`config.mk`:
```
export PLATFORM = sky130hd
export DESIGN_NAME = bpp_port
export DESIGN_NICKNAME = d
export VERILOG_FILES = /design/src/rtl/bpp_pkg.sv /design/src/rtl/bpp_port.sv
export SDC_FILE = /design/constraint.sdc
export NUM_CORES = 1
export LEC_CHECK = 0
export BUFFER_PORTS_ARGS = -buffer_cell sky130_fd_sc_hd__buf_2
export CAP_MARGIN = 20
export CELL_PAD_IN_SITES_DETAIL_PLACEMENT = 1
export CELL_PAD_IN_SITES_GLOBAL_PLACEMENT = 2
export CORE_MARGIN = 4
export CORE_UTILIZATION = 30
export CTS_BUF_LIST = sky130_fd_sc_hd__clkbuf_8 sky130_fd_sc_hd__clkbuf_16
export CTS_CLUSTER_SIZE = 10
export DETAILED_ROUTE_END_ITERATION = 16
export GPL_TIMING_DRIVEN = 0
export PLACE_DENSITY = 0.77
export SYNTH_ARGS = -nofsm -noshare
export SYNTH_HDL_FRONTEND = slang
export SYNTH_SLANG_ARGS = --single-unit
```
`constraint.sdc`:
```
create_clock -name core_clk -period 2.8 [get_ports core_clk]
set_input_delay 0 -clock core_clk [delete_from_list [all_inputs] [get_ports core_clk]]
set_output_delay 0 -clock core_clk [all_outputs]
set_load 0.01 [all_outputs]
```
`src/rtl/bpp_pkg.sv`:
```
package bpp_pkg;

  localparam int NPORT = 8;

  // Register indices; the bus byte address is four times the index.
  localparam logic [11:0] IDX_P1        = 12'h002;
  localparam logic [11:0] IDX_P3        = 12'h006;
  localparam logic [11:0] IDX_PULLUP_CONTROL_FIRST     = 12'hef0;
  localparam logic [11:0] IDX_PULLUP_CONTROL_SECOND     = 12'hef1;
  localparam logic [11:0] IDX_DISP_MODE = 12'hef4;
  localparam logic [11:0] IDX_NONE      = 12'hfff;
  localparam logic [11:0] IDX_DIR_STEP  = 12'h001;

  // Port slots 0..7 are ports 0, 2, 4, 5, 6, 7, 8 and 9.
  localparam logic [NPORT-1:0][11:0] PORT_IDX =
    {12'h012, 12'h010, 12'h00e, 12'h00c, 12'h00a, 12'h008, 12'h004, 12'h000};
  localparam logic [NPORT-1:0][7:0] WIDTH_MASK =
    {8'h03, 8'hff, 8'hff, 8'h3f, 8'hff, 8'h7f, 8'hff, 8'hff};
  // High-voltage pins drive high only; open-drain pins drive low only.
  localparam logic [NPORT-1:0][7:0] HV_MASK =
    {8'h00, 8'h0f, 8'h00, 8'h00, 8'h00, 8'h00, 8'hff, 8'hff};
  localparam logic [NPORT-1:0][7:0] ND_MASK =
    {8'h00, 8'h00, 8'h00, 8'h00, 8'h00, 8'h7f, 8'h00, 8'h00};
  localparam logic [NPORT-1:0][7:0] PU_MASK =
    {8'h03, 8'hf0, 8'hff, 8'h3e, 8'hff, 8'h00, 8'h00, 8'h00};
  // Bit of {second, first} pull-up register that controls each port.
  localparam logic [NPORT-1:0][3:0] PU_SEL =
    {4'h9, 4'h8, 4'h2, 4'h1, 4'h0, 4'h0, 4'h0, 4'h0};

  localparam int WEAK_BIT = 7;

  localparam logic [7:0] RST_LATCH = 8'h00;
  localparam logic [7:0] RST_DIR   = 8'h00;
  localparam logic [7:0] RST_PULL  = 8'h00;
  localparam logic [7:0] RST_MODE  = 8'h00;

  typedef struct packed {
    logic [7:0] dout;
    logic [7:0] oe;
    logic [7:0] pull_en;
  } bpp_pin_type;

  typedef struct packed {
    logic        valid;
    logic        write;
    logic [11:0] idx;
  } bpp_aphase_type;

endpackage

```
`src/rtl/bpp_port.sv`:
```
// Register access over AHB-Lite was left to the implementer.
module bpp_port #(
  parameter int ADDR_W = 32
) (
  // Clock and reset
  input  wire logic                                        core_clk,
  input  wire logic                                        reset_n,
  // AHB-Lite slave
  input  wire logic                                        hsel,
  input  wire logic [ADDR_W-1:0]                           haddr,
  input  wire logic [1:0]                                  htrans,
  input  wire logic                                        hwrite,
  input  wire logic [2:0]                                  hsize,
  input  wire logic [31:0]                                 hwdata,
  input  wire logic                                        hready,
  output logic                                             hreadyout,
  output logic [31:0]                                      hrdata,
  output logic                                             hresp,
  // Bidirectional port pins
  input  wire logic [bpp_pkg::NPORT-1:0][7:0]              pin_in,
  output bpp_pkg::bpp_pin_type [bpp_pkg::NPORT-1:0]        port_pins,
  // Output-only display ports and drive strength
  output logic [7:0]                                       display_segment_output_p1,
  output logic [7:0]                                       display_segment_output_p3,
  output logic                                             weak_drive
);

  // The unmapped test reads haddr[ADDR_W-1:14], so at least one bit above bit 13 must exist.
  if (ADDR_W < 15)
  begin : g_chk
    $error("ADDR_W must be at least 15");
  end

  localparam int NP = bpp_pkg::NPORT;

  logic [NP-1:0][7:0]               latch_r;
  logic [NP-1:0][7:0]               latch_nxt;
  logic [NP-1:0][7:0]               dir_r;
  logic [NP-1:0][7:0]               dir_nxt;
  logic [7:0]                       p1_r;
  logic [7:0]                       p1_nxt;
  logic [7:0]                       p3_r;
  logic [7:0]                       p3_nxt;
  logic [7:0]                       pullup_control_first_r;
  logic [7:0]                       pullup_control_first_nxt;
  logic [7:0]                       pullup_control_second_r;
  logic [7:0]                       pullup_control_second_nxt;
  logic [7:0]                       mode_r;
  logic [7:0]                       mode_nxt;
  bpp_pkg::bpp_aphase_type          aph_r;
  bpp_pkg::bpp_aphase_type          aph_nxt;
  logic [31:0]                      hrdata_r;
  logic [31:0]                      hrdata_nxt;
  logic [NP-1:0][7:0]               s1_r;
  logic [NP-1:0][7:0]               s2_r;
  logic [NP-1:0][7:0]               s3_r;
  logic [NP-1:0][7:0]               filt_r;
  logic [NP-1:0][7:0]               filt_nxt;
  bpp_pkg::bpp_pin_type [NP-1:0]    pins_r;
  bpp_pkg::bpp_pin_type [NP-1:0]    pins_nxt;
  logic                             rst_done_r;

  // Register file and bus answer; writes land at the end of the data phase.
  always_comb
  begin
    logic [7:0] rd;
    rd        = 8'h00;
    latch_nxt = latch_r;
    dir_nxt   = dir_r;
    p1_nxt    = p1_r;
    p3_nxt    = p3_r;
    pullup_control_first_nxt = pullup_control_first_r;
    pullup_control_second_nxt = pullup_control_second_r;
    mode_nxt  = mode_r;
    aph_nxt.valid = hsel & hready & htrans[1];
    aph_nxt.write = hwrite;
    aph_nxt.idx   = (haddr[ADDR_W-1:14] == '0) ? haddr[13:2] : bpp_pkg::IDX_NONE;
    if (aph_r.valid && aph_r.write)
    begin
      for (int p = 0; p < NP; p++)
      begin
        if (aph_r.idx == bpp_pkg::PORT_IDX[p])
          latch_nxt[p] = hwdata[7:0] & bpp_pkg::WIDTH_MASK[p];
        if (aph_r.idx == bpp_pkg::PORT_IDX[p] + bpp_pkg::IDX_DIR_STEP)
          dir_nxt[p] = hwdata[7:0] & bpp_pkg::WIDTH_MASK[p];
      end
      case (aph_r.idx)
        bpp_pkg::IDX_P1:        p1_nxt    = hwdata[7:0];
        bpp_pkg::IDX_P3:        p3_nxt    = hwdata[7:0];
        bpp_pkg::IDX_PULLUP_CONTROL_FIRST:     pullup_control_first_nxt = hwdata[7:0];
        bpp_pkg::IDX_PULLUP_CONTROL_SECOND:     pullup_control_second_nxt = hwdata[7:0];
        bpp_pkg::IDX_DISP_MODE: mode_nxt  = hwdata[7:0];
        default:                ;
      endcase
    end
    // Reads see a write that completes in the same cycle.
    for (int p = 0; p < NP; p++)
    begin
      // latch for outputs, pin level for inputs
      if (aph_nxt.idx == bpp_pkg::PORT_IDX[p])
        rd = ((dir_nxt[p] & latch_nxt[p]) | (~dir_nxt[p] & filt_r[p])) & bpp_pkg::WIDTH_MASK[p];
      if (aph_nxt.idx == bpp_pkg::PORT_IDX[p] + bpp_pkg::IDX_DIR_STEP)
        rd = dir_nxt[p];
    end
    case (aph_nxt.idx)
      bpp_pkg::IDX_P1:        rd = p1_nxt;
      bpp_pkg::IDX_P3:        rd = p3_nxt;
      bpp_pkg::IDX_PULLUP_CONTROL_FIRST:     rd = pullup_control_first_nxt;
      bpp_pkg::IDX_PULLUP_CONTROL_SECOND:     rd = pullup_control_second_nxt;
      bpp_pkg::IDX_DISP_MODE: rd = mode_nxt;
      default:                ;
    endcase
    hrdata_nxt = (aph_nxt.valid && !hwrite) ? {24'h000000, rd} : hrdata_r;
  end

  always_ff @(posedge core_clk or negedge reset_n)
  begin
    if (!reset_n)
    begin
      latch_r    <= {NP{bpp_pkg::RST_LATCH}};
      dir_r      <= {NP{bpp_pkg::RST_DIR}};
      p1_r       <= bpp_pkg::RST_LATCH;
      p3_r       <= bpp_pkg::RST_LATCH;
      pullup_control_first_r    <= bpp_pkg::RST_PULL;
      pullup_control_second_r    <= bpp_pkg::RST_PULL;
      mode_r     <= bpp_pkg::RST_MODE;
      aph_r      <= '0;
      hrdata_r   <= 32'h00000000;
      rst_done_r <= 1'b0;
    end
    else
    begin
      latch_r    <= latch_nxt;
      dir_r      <= dir_nxt;
      p1_r       <= p1_nxt;
      p3_r       <= p3_nxt;
      pullup_control_first_r    <= pullup_control_first_nxt;
      pullup_control_second_r    <= pullup_control_second_nxt;
      mode_r     <= mode_nxt;
      aph_r      <= aph_nxt;
      hrdata_r   <= hrdata_nxt;
      rst_done_r <= 1'b1;
    end
  end

  // Pin level filter: a change counts once stages two and three agree.
  always_comb
  begin
    filt_nxt = (s2_r & s3_r) | (filt_r & (s2_r | s3_r));
  end

  always_ff @(posedge core_clk or negedge reset_n)
  begin
    if (!reset_n)
    begin
      s1_r   <= '0;
      s2_r   <= '0;
      s3_r   <= '0;
      filt_r <= '0;
    end
    else
    begin
      s1_r   <= pin_in;
      s2_r   <= s1_r;
      s3_r   <= s2_r;
      filt_r <= filt_nxt;
    end
  end

  // Pin drivers follow the registers in the same edge as the write.
  always_comb
  begin
    logic [15:0] pull_all;
    logic [7:0]  cm;
    logic [7:0]  dr;
    cm       = 8'h00;
    dr       = 8'h00;
    pull_all = {pullup_control_second_nxt, pullup_control_first_nxt};
    for (int p = 0; p < NP; p++)
    begin
      cm = ~bpp_pkg::HV_MASK[p] & ~bpp_pkg::ND_MASK[p];
      dr = dir_nxt[p] & bpp_pkg::WIDTH_MASK[p];
      pins_nxt[p].oe = (dr & cm) | (dr & latch_nxt[p] & bpp_pkg::HV_MASK[p])
                     | (dr & ~latch_nxt[p] & bpp_pkg::ND_MASK[p]);
      pins_nxt[p].dout = (latch_nxt[p] & cm) | bpp_pkg::HV_MASK[p];
      pins_nxt[p].pull_en = {8{pull_all[bpp_pkg::PU_SEL[p]]}} & bpp_pkg::PU_MASK[p] & ~dr;
    end
  end

  always_ff @(posedge core_clk or negedge reset_n)
  begin
    if (!reset_n)
      pins_r <= '0;
    else
      pins_r <= pins_nxt;
  end

  assign port_pins                 = pins_r;
  assign display_segment_output_p1 = p1_r;
  assign display_segment_output_p3 = p3_r;
  assign weak_drive                = mode_r[bpp_pkg::WEAK_BIT];
  assign hrdata                    = hrdata_r;
  assign hreadyout                 = rst_done_r | ~rst_done_r;
  assign hresp                     = 1'b0;

  logic float_bad;
  logic pull_bad;
  always_comb
  begin
    float_bad = 1'b0;
    pull_bad  = 1'b0;
    for (int p = 0; p < NP; p++)
    begin
      float_bad = float_bad | (|(pins_r[p].oe & ~dir_r[p]));
      pull_bad  = pull_bad | (|(pins_r[p].pull_en & (dir_r[p] | ~bpp_pkg::PU_MASK[p])));
    end
  end
endmodule

```
==> flow_results.org, run 1 <==
** Outcome
- Outcome :: finished with violations
- The final reports fail on setup timing.

** Synthesis
- Averaged over all synthesized cells, the footprint is between 10 and 15 sq um.
- Area contributors post-synth :: sky130_fd_sc_hd__dfrtp_1 (62%), sky130_fd_sc_hd__buf_4 (6.7%), sky130_fd_sc_hd__mux2_2 (5.7%)
- Post-synthesis sequential element count :: 456
- Yosys top cell by area :: sky130_fd_sc_hd__dfrtp_1
- The synthesized netlist contains between 80 and 90 unique library cells.
- Counting every instance in the synthesized netlist gives around 1500.
- Number of synthesized flops with an enable pin :: 0
- Synth Flop Type :: sky130_fd_sc_hd__dfrtp_1
- Sequential-to-total area share from yosys stat :: 0.6175
- FFs w/ async S/R, synth :: 1.000
- Share of the synthesized area in the top cell type :: 0.6175
- The mapped netlist covers ~18000 sq um.
- Total of warnings raised by yosys :: 0

** Die
- The floorplan step defined a core boundary enclosing roughly 60000 sq um.
- IO Count :: ~380
- The floorplan step set the die width to roughly 260 um.
- Row Count :: 90
- The die is around 260 um tall.
- Die area :: 65630 sq um
- For this configuration, the core starts out at a cell density of 0.3045.

** Hold path
- Worst min-delay path class :: in -> reg

** Worst setup path
- STA puts the critical path data arrival time at between 3 and 4 ns.
- Critical path endpoint category :: flop
- Startpoint Class :: flop
- Max Fanout on Critical Path :: 6
- STA puts the critical path data required time at between 3 and 4 ns.
- The worst setup path is of the reg -> reg kind.

** Timing
- Max Clock Freq :: approximately 320 MHz
- The number of slew-limit violations in the final report was 0.
- Clk_skew :: roughly 0.02 ns
- Number of hold violations in the final report :: 0
- In the finished design, the share of the clock period the worst path needs comes to 1.129.
- Setup violations remaining at the end of the flow were counted as 8.
- Slack of the critical path :: -0.3607 ns
- Worst relative slew slack :: 0.2885
- At the pin with the least slew margin, the transition time is ~1.1 ns.
- Final critical-path required period :: about 3.2 ns
- Setup repair after global routing could not meet its margin everywhere.

** Cells and area
- In the layout the commonest cells are sky130_fd_sc_hd__dfrtp_1 (451), sky130_fd_sc_hd__buf_2 (253), sky130_fd_sc_hd__buf_4 (223), sky130_fd_sc_hd__conb_1 (89), sky130_fd_sc_hd__mux2_2 (87).
- Most common library cell in the layout ignoring fill and taps :: sky130_fd_sc_hd__dfrtp_1
- At the end of the flow, the number of nets in the layout was about 2200.
- Post-route core utilization :: 0.4122
- The area growth from synthesis to layout is 35.38%.
- Of the cells placed in the final design, the portion with a size suffix greater than 1 is 0.3850.
- The finished layout holds approximately 2800 standard cells, fillers aside.

** Route
- Post-route DRC violation count :: 0
- Routed wirelength normalized by instance count :: around 23 um
- The first detailed-routing pass took 5 iterations.
- Total wirelength of the detailed-routed design :: between 60000 and 70000 um
- Via-per-instance ratio :: 4.743
- Number of violations reported at the end of detailed-routing iteration 0 :: about 750
- The count of nets left with antenna violations once routing finished came out at 0.
- Detailed routing inserted a total of between 10000 and 15000 vias.

** Pwr
- Switching part of the total :: 0.2393
- In this run the power spent charging and discharging nets is between 3 and 4 mW.
- In this run the power density over the cells is ~580 nW/um^2.
- Cell internal power was estimated by the tool at ~11 mW.
- Of the total power, the clock network draws 0.438.
- Relative contribution of sequential cells to total power :: 0.484
- Largest vdd supply drop :: approximately 0.00039 V
- In this run the static leakage power is around 12 nW.
- Of the total power, combinational logic draws 0.079.

** Clock network
- The H-tree was split into 2 levels.
- Buffer type at the clock tree root :: sky130_fd_sc_hd__clkbuf_16
- The clock drives ~460 sinks.
- Buffers inserted during clock tree synthesis total 54.
- TritonCTS built the clock tree.
- The clock reaches the later pin of the worst-skew pair after about 0.60 ns.
- Clock tree buffer depth :: 3
- Clock transition at the registers of the reported paths :: around 0.06 ns

** Placed design
- Prior to clock tree synthesis, the placed netlist has a worst setup slack of -1.727 ns.
- Port Buffer Count :: 247
- At the end of routability-driven placement, the weighted congestion stood at about 0.9.
- The number of placed instances, taps included, is 2614.
- Post-DP HPWL :: ~47000 um

** GRT
- The number of global-route vias before repair came to about 15000.
- Initial antenna violation count :: 7
- For this run, the total global-route usage over all layers was measured as 0.1942.
- The total overflow left after global routing is 0.
- First-pass GRT wire length :: around 97000 um
- Entering global routing, the biggest net connects roughly 120 pins.

** Flow run
- Number of maximum-capacitance constraint violations :: 0
[flip-flops by register name, indices dropped and copies added (netlist names), 14 cells and up]
signal and cells:
s3_r 55, filt_r 55, s1_r 55, latch_r 31
port_pins 95, aph_r 14, s2_r 55, dir_r 48
[repair_timing]
item | CTS | global route
hold buffers | 73 | 0
setup buffers | 51 | 16
endpoints found under the hold margin | 442 | 0
resized for setup | 126 | 65
pin swaps | 36 | 27
gates cloned | 0 | 2
setup endpoints to repair | 53 | 8
[area by class of cell]
type | count | area, sq um
Antenna cell | 5 | 12.51
Buffer | 209 | 1479
Clock buffer | 61 | 1459
Clock inverter | 15 | 112.6
Fill cell | 6480 | 35680
Inverter | 63 | 236.5
Multi-Input combinational cell | 840 | 6499
Sequential cell | 456 | 11420
Tap cell | 782 | 978.4
Timing Repair Buffer | 403 | 2824
[worst paths after layout]
kind / startpoint / to / depth (start not counted) / slack, ns
setup / recovery: aph_r[5] / hrdata[6] / 9 / -0.36
hold / removal: pin_in[43] / s1_r[43] / 2 / 0.04
setup reg to reg: aph_r[5] / hrdata[6] / 9 / -0.36
hold reg to reg: s1_r[33] / s2_r[33] / 0 / 0.35
max in group asynchronous: reset_n / port_pins[121] / 5 / 1.30
min in group asynchronous: reset_n / s1_r[40] / 4 / 0.54
[critical path, stage by stage (launching register included)]
cell	delay [ns]
sky130_fd_sc_hd__dfrtp_1	0.42
sky130_fd_sc_hd__or4_4	0.67
sky130_fd_sc_hd__nor4_1	0.47
sky130_fd_sc_hd__a211oi_2	0.22
sky130_fd_sc_hd__o21ba_2	0.29
sky130_fd_sc_hd__o211ai_1	0.11
sky130_fd_sc_hd__o221ai_2	0.23
sky130_fd_sc_hd__a32oi_2	0.11
sky130_fd_sc_hd__o31ai_4	0.39
sky130_fd_sc_hd__a211oi_2	0.12
[power groups by stage]
stage               sequential, mW  clock, mW  combinational, mW
global route                  7.09       6.87               1.26
finish                        7.06       6.39               1.15
CTS                           7.06       6.58               1.14
detailed placement            7.17          0               1.03
floorplan                     7.13          0              0.492
global placement              7.17          0              0.982
[kinds of logic (layout without fill, tap and decap cells)]
logic type      Yosys count  in the layout  synth area share
flops                   456            456            0.6175
buf+inv                 275            751           0.08985
simple gates            367            367            0.1064
fa+ha+maj                55             55           0.02979
other cells               2             94         0.0004064
mux                     154            154           0.09005
compound gates          175            175           0.06602
[cells in the mapped netlist, drive strengths merged (18+ instances only)]
cell type	n
maj3	55
nor3	31
a21oi	27
nor2	92
nor4	24
clkbuf	40
nand4	22
nand2	83
mux2i	59
nand3	21
dfrtp	456
buf	172
o21ai	43
mux2	95
or3	18
inv	62
[stage by stage]
stage / hold slack, ns / setup TNS, ns / power [mW] / area [sq um]
2_1_floorplan: -0.2956 / -0.01065 / 7.625 / 18810
3_3_place_gp: 0.1098 / -3381.39 / 8.149 / 21030
3_5_place_dp: -0.09638 / -14.87 / 8.201 / 21240
4_1_cts: 0.005692 / -1.804 / 14.78 / 24560
5_1_grt: 0.01740 / -2.452 / 15.22 / 25010
6_report: 0.04138 / -1.879 / 14.60 / 25020
[layer usage]
| layer | GRT usage | wire, um |
|---|---|---|
| met1 | 0.2445 | 27270 |
| met2 | 0.3329 | 32160 |
| met3 | 0.04056 | 3325 |
| met4 | 0.06780 | 2334 |
| met5 | 0 | 27 |
(Power assumes the default switching activity.)
==> run 2, diff against run 1 <==
--- a/config.mk
+++ b/config.mk
@@ -15,7 +15,7 @@
 export CTS_CLUSTER_SIZE = 10
 export DETAILED_ROUTE_END_ITERATION = 16
 export GPL_TIMING_DRIVEN = 0
-export PLACE_DENSITY = 0.77
+export PLACE_DENSITY = 0.75
 export SYNTH_ARGS = -nofsm -noshare
 export SYNTH_HDL_FRONTEND = slang
 export SYNTH_SLANG_ARGS = --single-unit
==> constraint.sdc (replaced) <==
create_clock -name core_clk -period 3.6 [get_ports core_clk]
set_input_delay 0 -clock core_clk [delete_from_list [all_inputs] [get_ports core_clk]]
set_output_delay 0 -clock core_clk [all_outputs]
set_load 0.01 [all_outputs]
==> run 2 against run 1 <==
- the run now ends clean
- clock power fell by 24%
- sequential cell count did not move
- cell area fell by 4.7%
- largest cell class unchanged
- fmax fell by 9.5%
- largest power group unchanged
==> flow_results.org, run 2 (synthesis results as in run 1) <==
** Outcome
- Outcome: complete, no violations (was finished with violations).

** Hold path
- Cell count of the worst hold path :: 5 (was 2)
- Worst min-delay path class :: in -> reg (unchanged)

** Pwr
- Combinational cell fraction of total power :: 0.076 (was 0.079)
- Clock network power share :: 0.435 (was 0.438)
- Switching part of the total :: 0.2387 (was 0.2393)
- Internal power of the cells :: 8.539 mW (was 11.11 mW)
- Relative contribution of sequential cells to total power :: 0.489 (was 0.484)
- Leakage power total :: 11.54 nW (was 12.12 nW)
- The areal power density over the cells came to 470.6 nW/um^2 (was 583.6 nW/um^2).
- The net load switching power was 2.678 mW (was 3.493 mW).
- Overall power consumption :: 11.22 mW (was 14.60 mW)
- Largest vdd supply drop :: 0.0003469 V (was 0.0003904 V)

** Route
- The iteration-0 DRC count of the detailed router came to 752 (was 746).
- The antenna violation net count after detailed routing came to 0 (unchanged).
- Post-route DRC violation count :: 0 (unchanged)
- Total via count after detailed routing :: 13260 (was 13440)
- 1st-pass router iterations :: 5 (unchanged)
- Via-per-instance ratio :: 4.764 (was 4.743)
- The post-detailed-route wirelength per cell was 22.88 um (was 22.98 um).
- The total wirelength of the detailed-routed design was 63670 um (was 65120 um).

** GRT
- Grt ovf :: 0 (unchanged)
- The first-pass GRT wire length came to 94470 um (was 96990 um).
- Global routing usage summed across all routing layers :: 0.1907 (was 0.1942)
- The number of global-route vias before repair came to 14470 (was 14870).
- The largest net degree at the start of global routing is 127 (was 124).
- Initial antenna violation count :: 6 (was 7)

** Timing
- Number of hold violations in the final report :: 0 (unchanged)
- Measured slew at the worst slew-check pin :: 1.067 ns (was 1.061 ns)
- Max Clock Freq :: 286.2 MHz (was 316.4 MHz)
- Period utilization :: 0.9706 (was 1.129)
- Setup repair after global routing missed its margin: yes (unchanged).
- The worst-case hold slack is 0.03112 ns (was 0.04138 ns).
- Final critical-path required period :: 3.494 ns (was 3.161 ns)
- The final worst clock skew is 0.04316 ns (was 0.02005 ns).
- Slack of the critical path :: 0.1058 ns (was -0.3607 ns)
- The aggregate negative setup slack is 0 ns (was -1.879 ns).
- The total setup violations reported at the end of the flow is 0 (was 8).
- The number of slew-limit violations in the final report was 0 (unchanged).
- The normalized max-slew margin was 0.2823 (was 0.2885).

** Die
- The die span in x is 256.2 um (unchanged).
- Die area :: 65630 sq um (unchanged)
- The core area was 60700 sq um (unchanged).
- The total number of placement rows was 90 (unchanged).
- IO Count :: 381 (unchanged)
- The die height came to 256.2 um (unchanged).
- The initial core utilization came to 0.3045 (unchanged).

** Cells and area
- Most frequent cells in the layout :: sky130_fd_sc_hd__dfrtp_1 (456), sky130_fd_sc_hd__buf_2 (251), sky130_fd_sc_hd__buf_4 (182), sky130_fd_sc_hd__mux2_2 (94), sky130_fd_sc_hd__nor2_1 (90) (was sky130_fd_sc_hd__dfrtp_1 (451), sky130_fd_sc_hd__buf_2 (253), sky130_fd_sc_hd__buf_4 (223), sky130_fd_sc_hd__conb_1 (89), sky130_fd_sc_hd__mux2_2 (87))
- The proportion of layout cells with a drive suffix above 1 came to 0.3303 (was 0.3850).
- The final net count is 2116 (was 2165).
- Layout Area Growth over Synthesis :: 28.97% (was 35.38%)
- The number of flip-flops under the largest register name came to 95 (unchanged).
- The most common cell after layout, fill and taps aside is sky130_fd_sc_hd__dfrtp_1 (unchanged).

** Placed design
- Port Buffer Count :: 247 (unchanged)
- Post-DP HPWL :: 46410 um (was 46910 um)
- Global placement routability congestion :: 0.8856 (was 0.9062)
- The worst-case setup slack after placement was -0.7973 ns (was -1.727 ns).

** Worst setup path
- Crit path max-delay cell type :: sky130_fd_sc_hd__dfrtp_1 (was sky130_fd_sc_hd__or4_4)
- CP Class :: reg -> reg (unchanged)
- The data required time at the worst endpoint was 4.09 ns (was 3.25 ns).
- The maximum cell stage delay along the critical path was 0.48 ns (was 0.67 ns).
- The top cell family by delay on the critical path is compound AO/OA/AOI/OAI gates (unchanged).
- The type of element capturing the critical path is a flop (unchanged).
- The nature of the critical path startpoint is a flop (unchanged).
- The critical path buffer and inverter count was 3 (was 0).
- Cells along the critical path :: clkbuf_1, nor4b_1, nand4_1, buf_4, buf_4, mux2_2, o21a_1, o31ai_1, o41ai_2, a221oi_1, o21ai_1 (was or4_4, nor4_1, a211oi_2, o21ba_2, o211ai_1, o221ai_2, a32oi_2, o31ai_4, a211oi_2)
- The largest fanout on the critical path came to 10 (was 6).
- The cell occurring most often along the worst timing path is sky130_fd_sc_hd__buf_4 (was sky130_fd_sc_hd__a211oi_2).
- The data arrival at the endpoint of the critical path was 3.98 ns (was 3.61 ns).
- Number of cells traversed by the worst register-to-register path :: 11 (was 9)
- The cell count along the critical path came to 11 (was 9).

** Clock network
- The clock latency reported for the late side of the worst-skew pair is 0.62 ns (was 0.60 ns).
- The number of sinks handled by clock tree synthesis was 456 (unchanged).
- The maximum level of the CTS H-tree was 2 (unchanged).
- The clock edge transition at the registers on the reported setup and hold paths came to 0.06 ns (about the same).
- The TritonCTS clock tree is done (unchanged).
- Buffer type at the clock tree root :: sky130_fd_sc_hd__clkbuf_16 (unchanged)
- Clock tree buffer depth :: 3 (unchanged)
- CTS Buf Count :: 54 (unchanged)

** Flow run
- Number of maximum-capacitance constraint violations :: 0 (unchanged)
## run 2: changes by cell type in the layout (fill, tap and decap cells not counted), sizes merged
cell / change
clkbuf: +5
dlygate4sd3: +5
inv: +1
clkinvlp: -1
buf: -62
diode: +1
## run 2: per-layer routing
metal  vias up  share of wire  GRT usage
li1       5926              -          -
met1      6827           0.41     0.2403
met2       395           0.50     0.3285
met3       109          0.055    0.03612
met4         2          0.035    0.06841
met5         -        0.00020          0
## run 2: tightest hold or removal path, delay by kind of cell
| kind | cells | cell delay, ns |
|---|---|---|
| simple gates | 4 | 0.51 |
| buf+inv | 1 | 0.08 |
## run 2: cell type report
cell class	instances	area, sq um
Clock buffer	58	1406
Fill cell	6553	36860
Timing Repair Buffer	352	2307
Tap cell	782	978.4
Buffer	211	1434
Sequential cell	456	11410
Clock inverter	15	118.9
Antenna cell	6	15.01
Multi-Input combinational cell	840	5926
Inverter	63	236.5
## run 2: final timing paths
| check | startpoint | end | slack, ns |
|---|---|---|---|
| min in group asynchronous | reset_n | s1_r[48] | 0.04 |
| worst min register to register | s1_r[55] | s2_r[55] | 0.32 |
| max in group asynchronous | reset_n | s2_r[35] | 1.90 |
| worst max register to register | aph_r[0] | hrdata[5] | 0.11 |
| worst max-delay path | aph_r[0] | hrdata[5] | 0.11 |
| worst min-delay path | haddr[26] | aph_r[3] | 0.03 |
## run 2: stage by stage
stage | utilization | instance area, sq um | std cells
final | 0.3927 | 23830 | 2783
after detailed placement | 0.3493 | 21200 | 2612
after global routing | 0.3925 | 23830 | 2780
after floorplan | - | 18810 | 1571
after CTS | 0.3908 | 23720 | 2777
after global placement | 0.3463 | 21020 | 2600
## run 2: power groups by stage
stage / registers [mW] / logic (mW) / clock network (mW)
floorplan: 5.55 / 0.383 / 0
global placement: 5.57 / 0.763 / 0
detailed placement: 5.58 / 0.789 / 0
CTS: 5.49 / 0.860 / 5.05
global route: 5.51 / 0.938 / 5.26
finish: 5.49 / 0.854 / 4.88
## run 2: what timing repair did
item,CTS,global route
buffers inserted,16,0
endpoints found under the hold margin,181,0
hold buffers,77,0
gates resized for setup,19,28
pin swaps,6,0
setup endpoints to repair,8,8
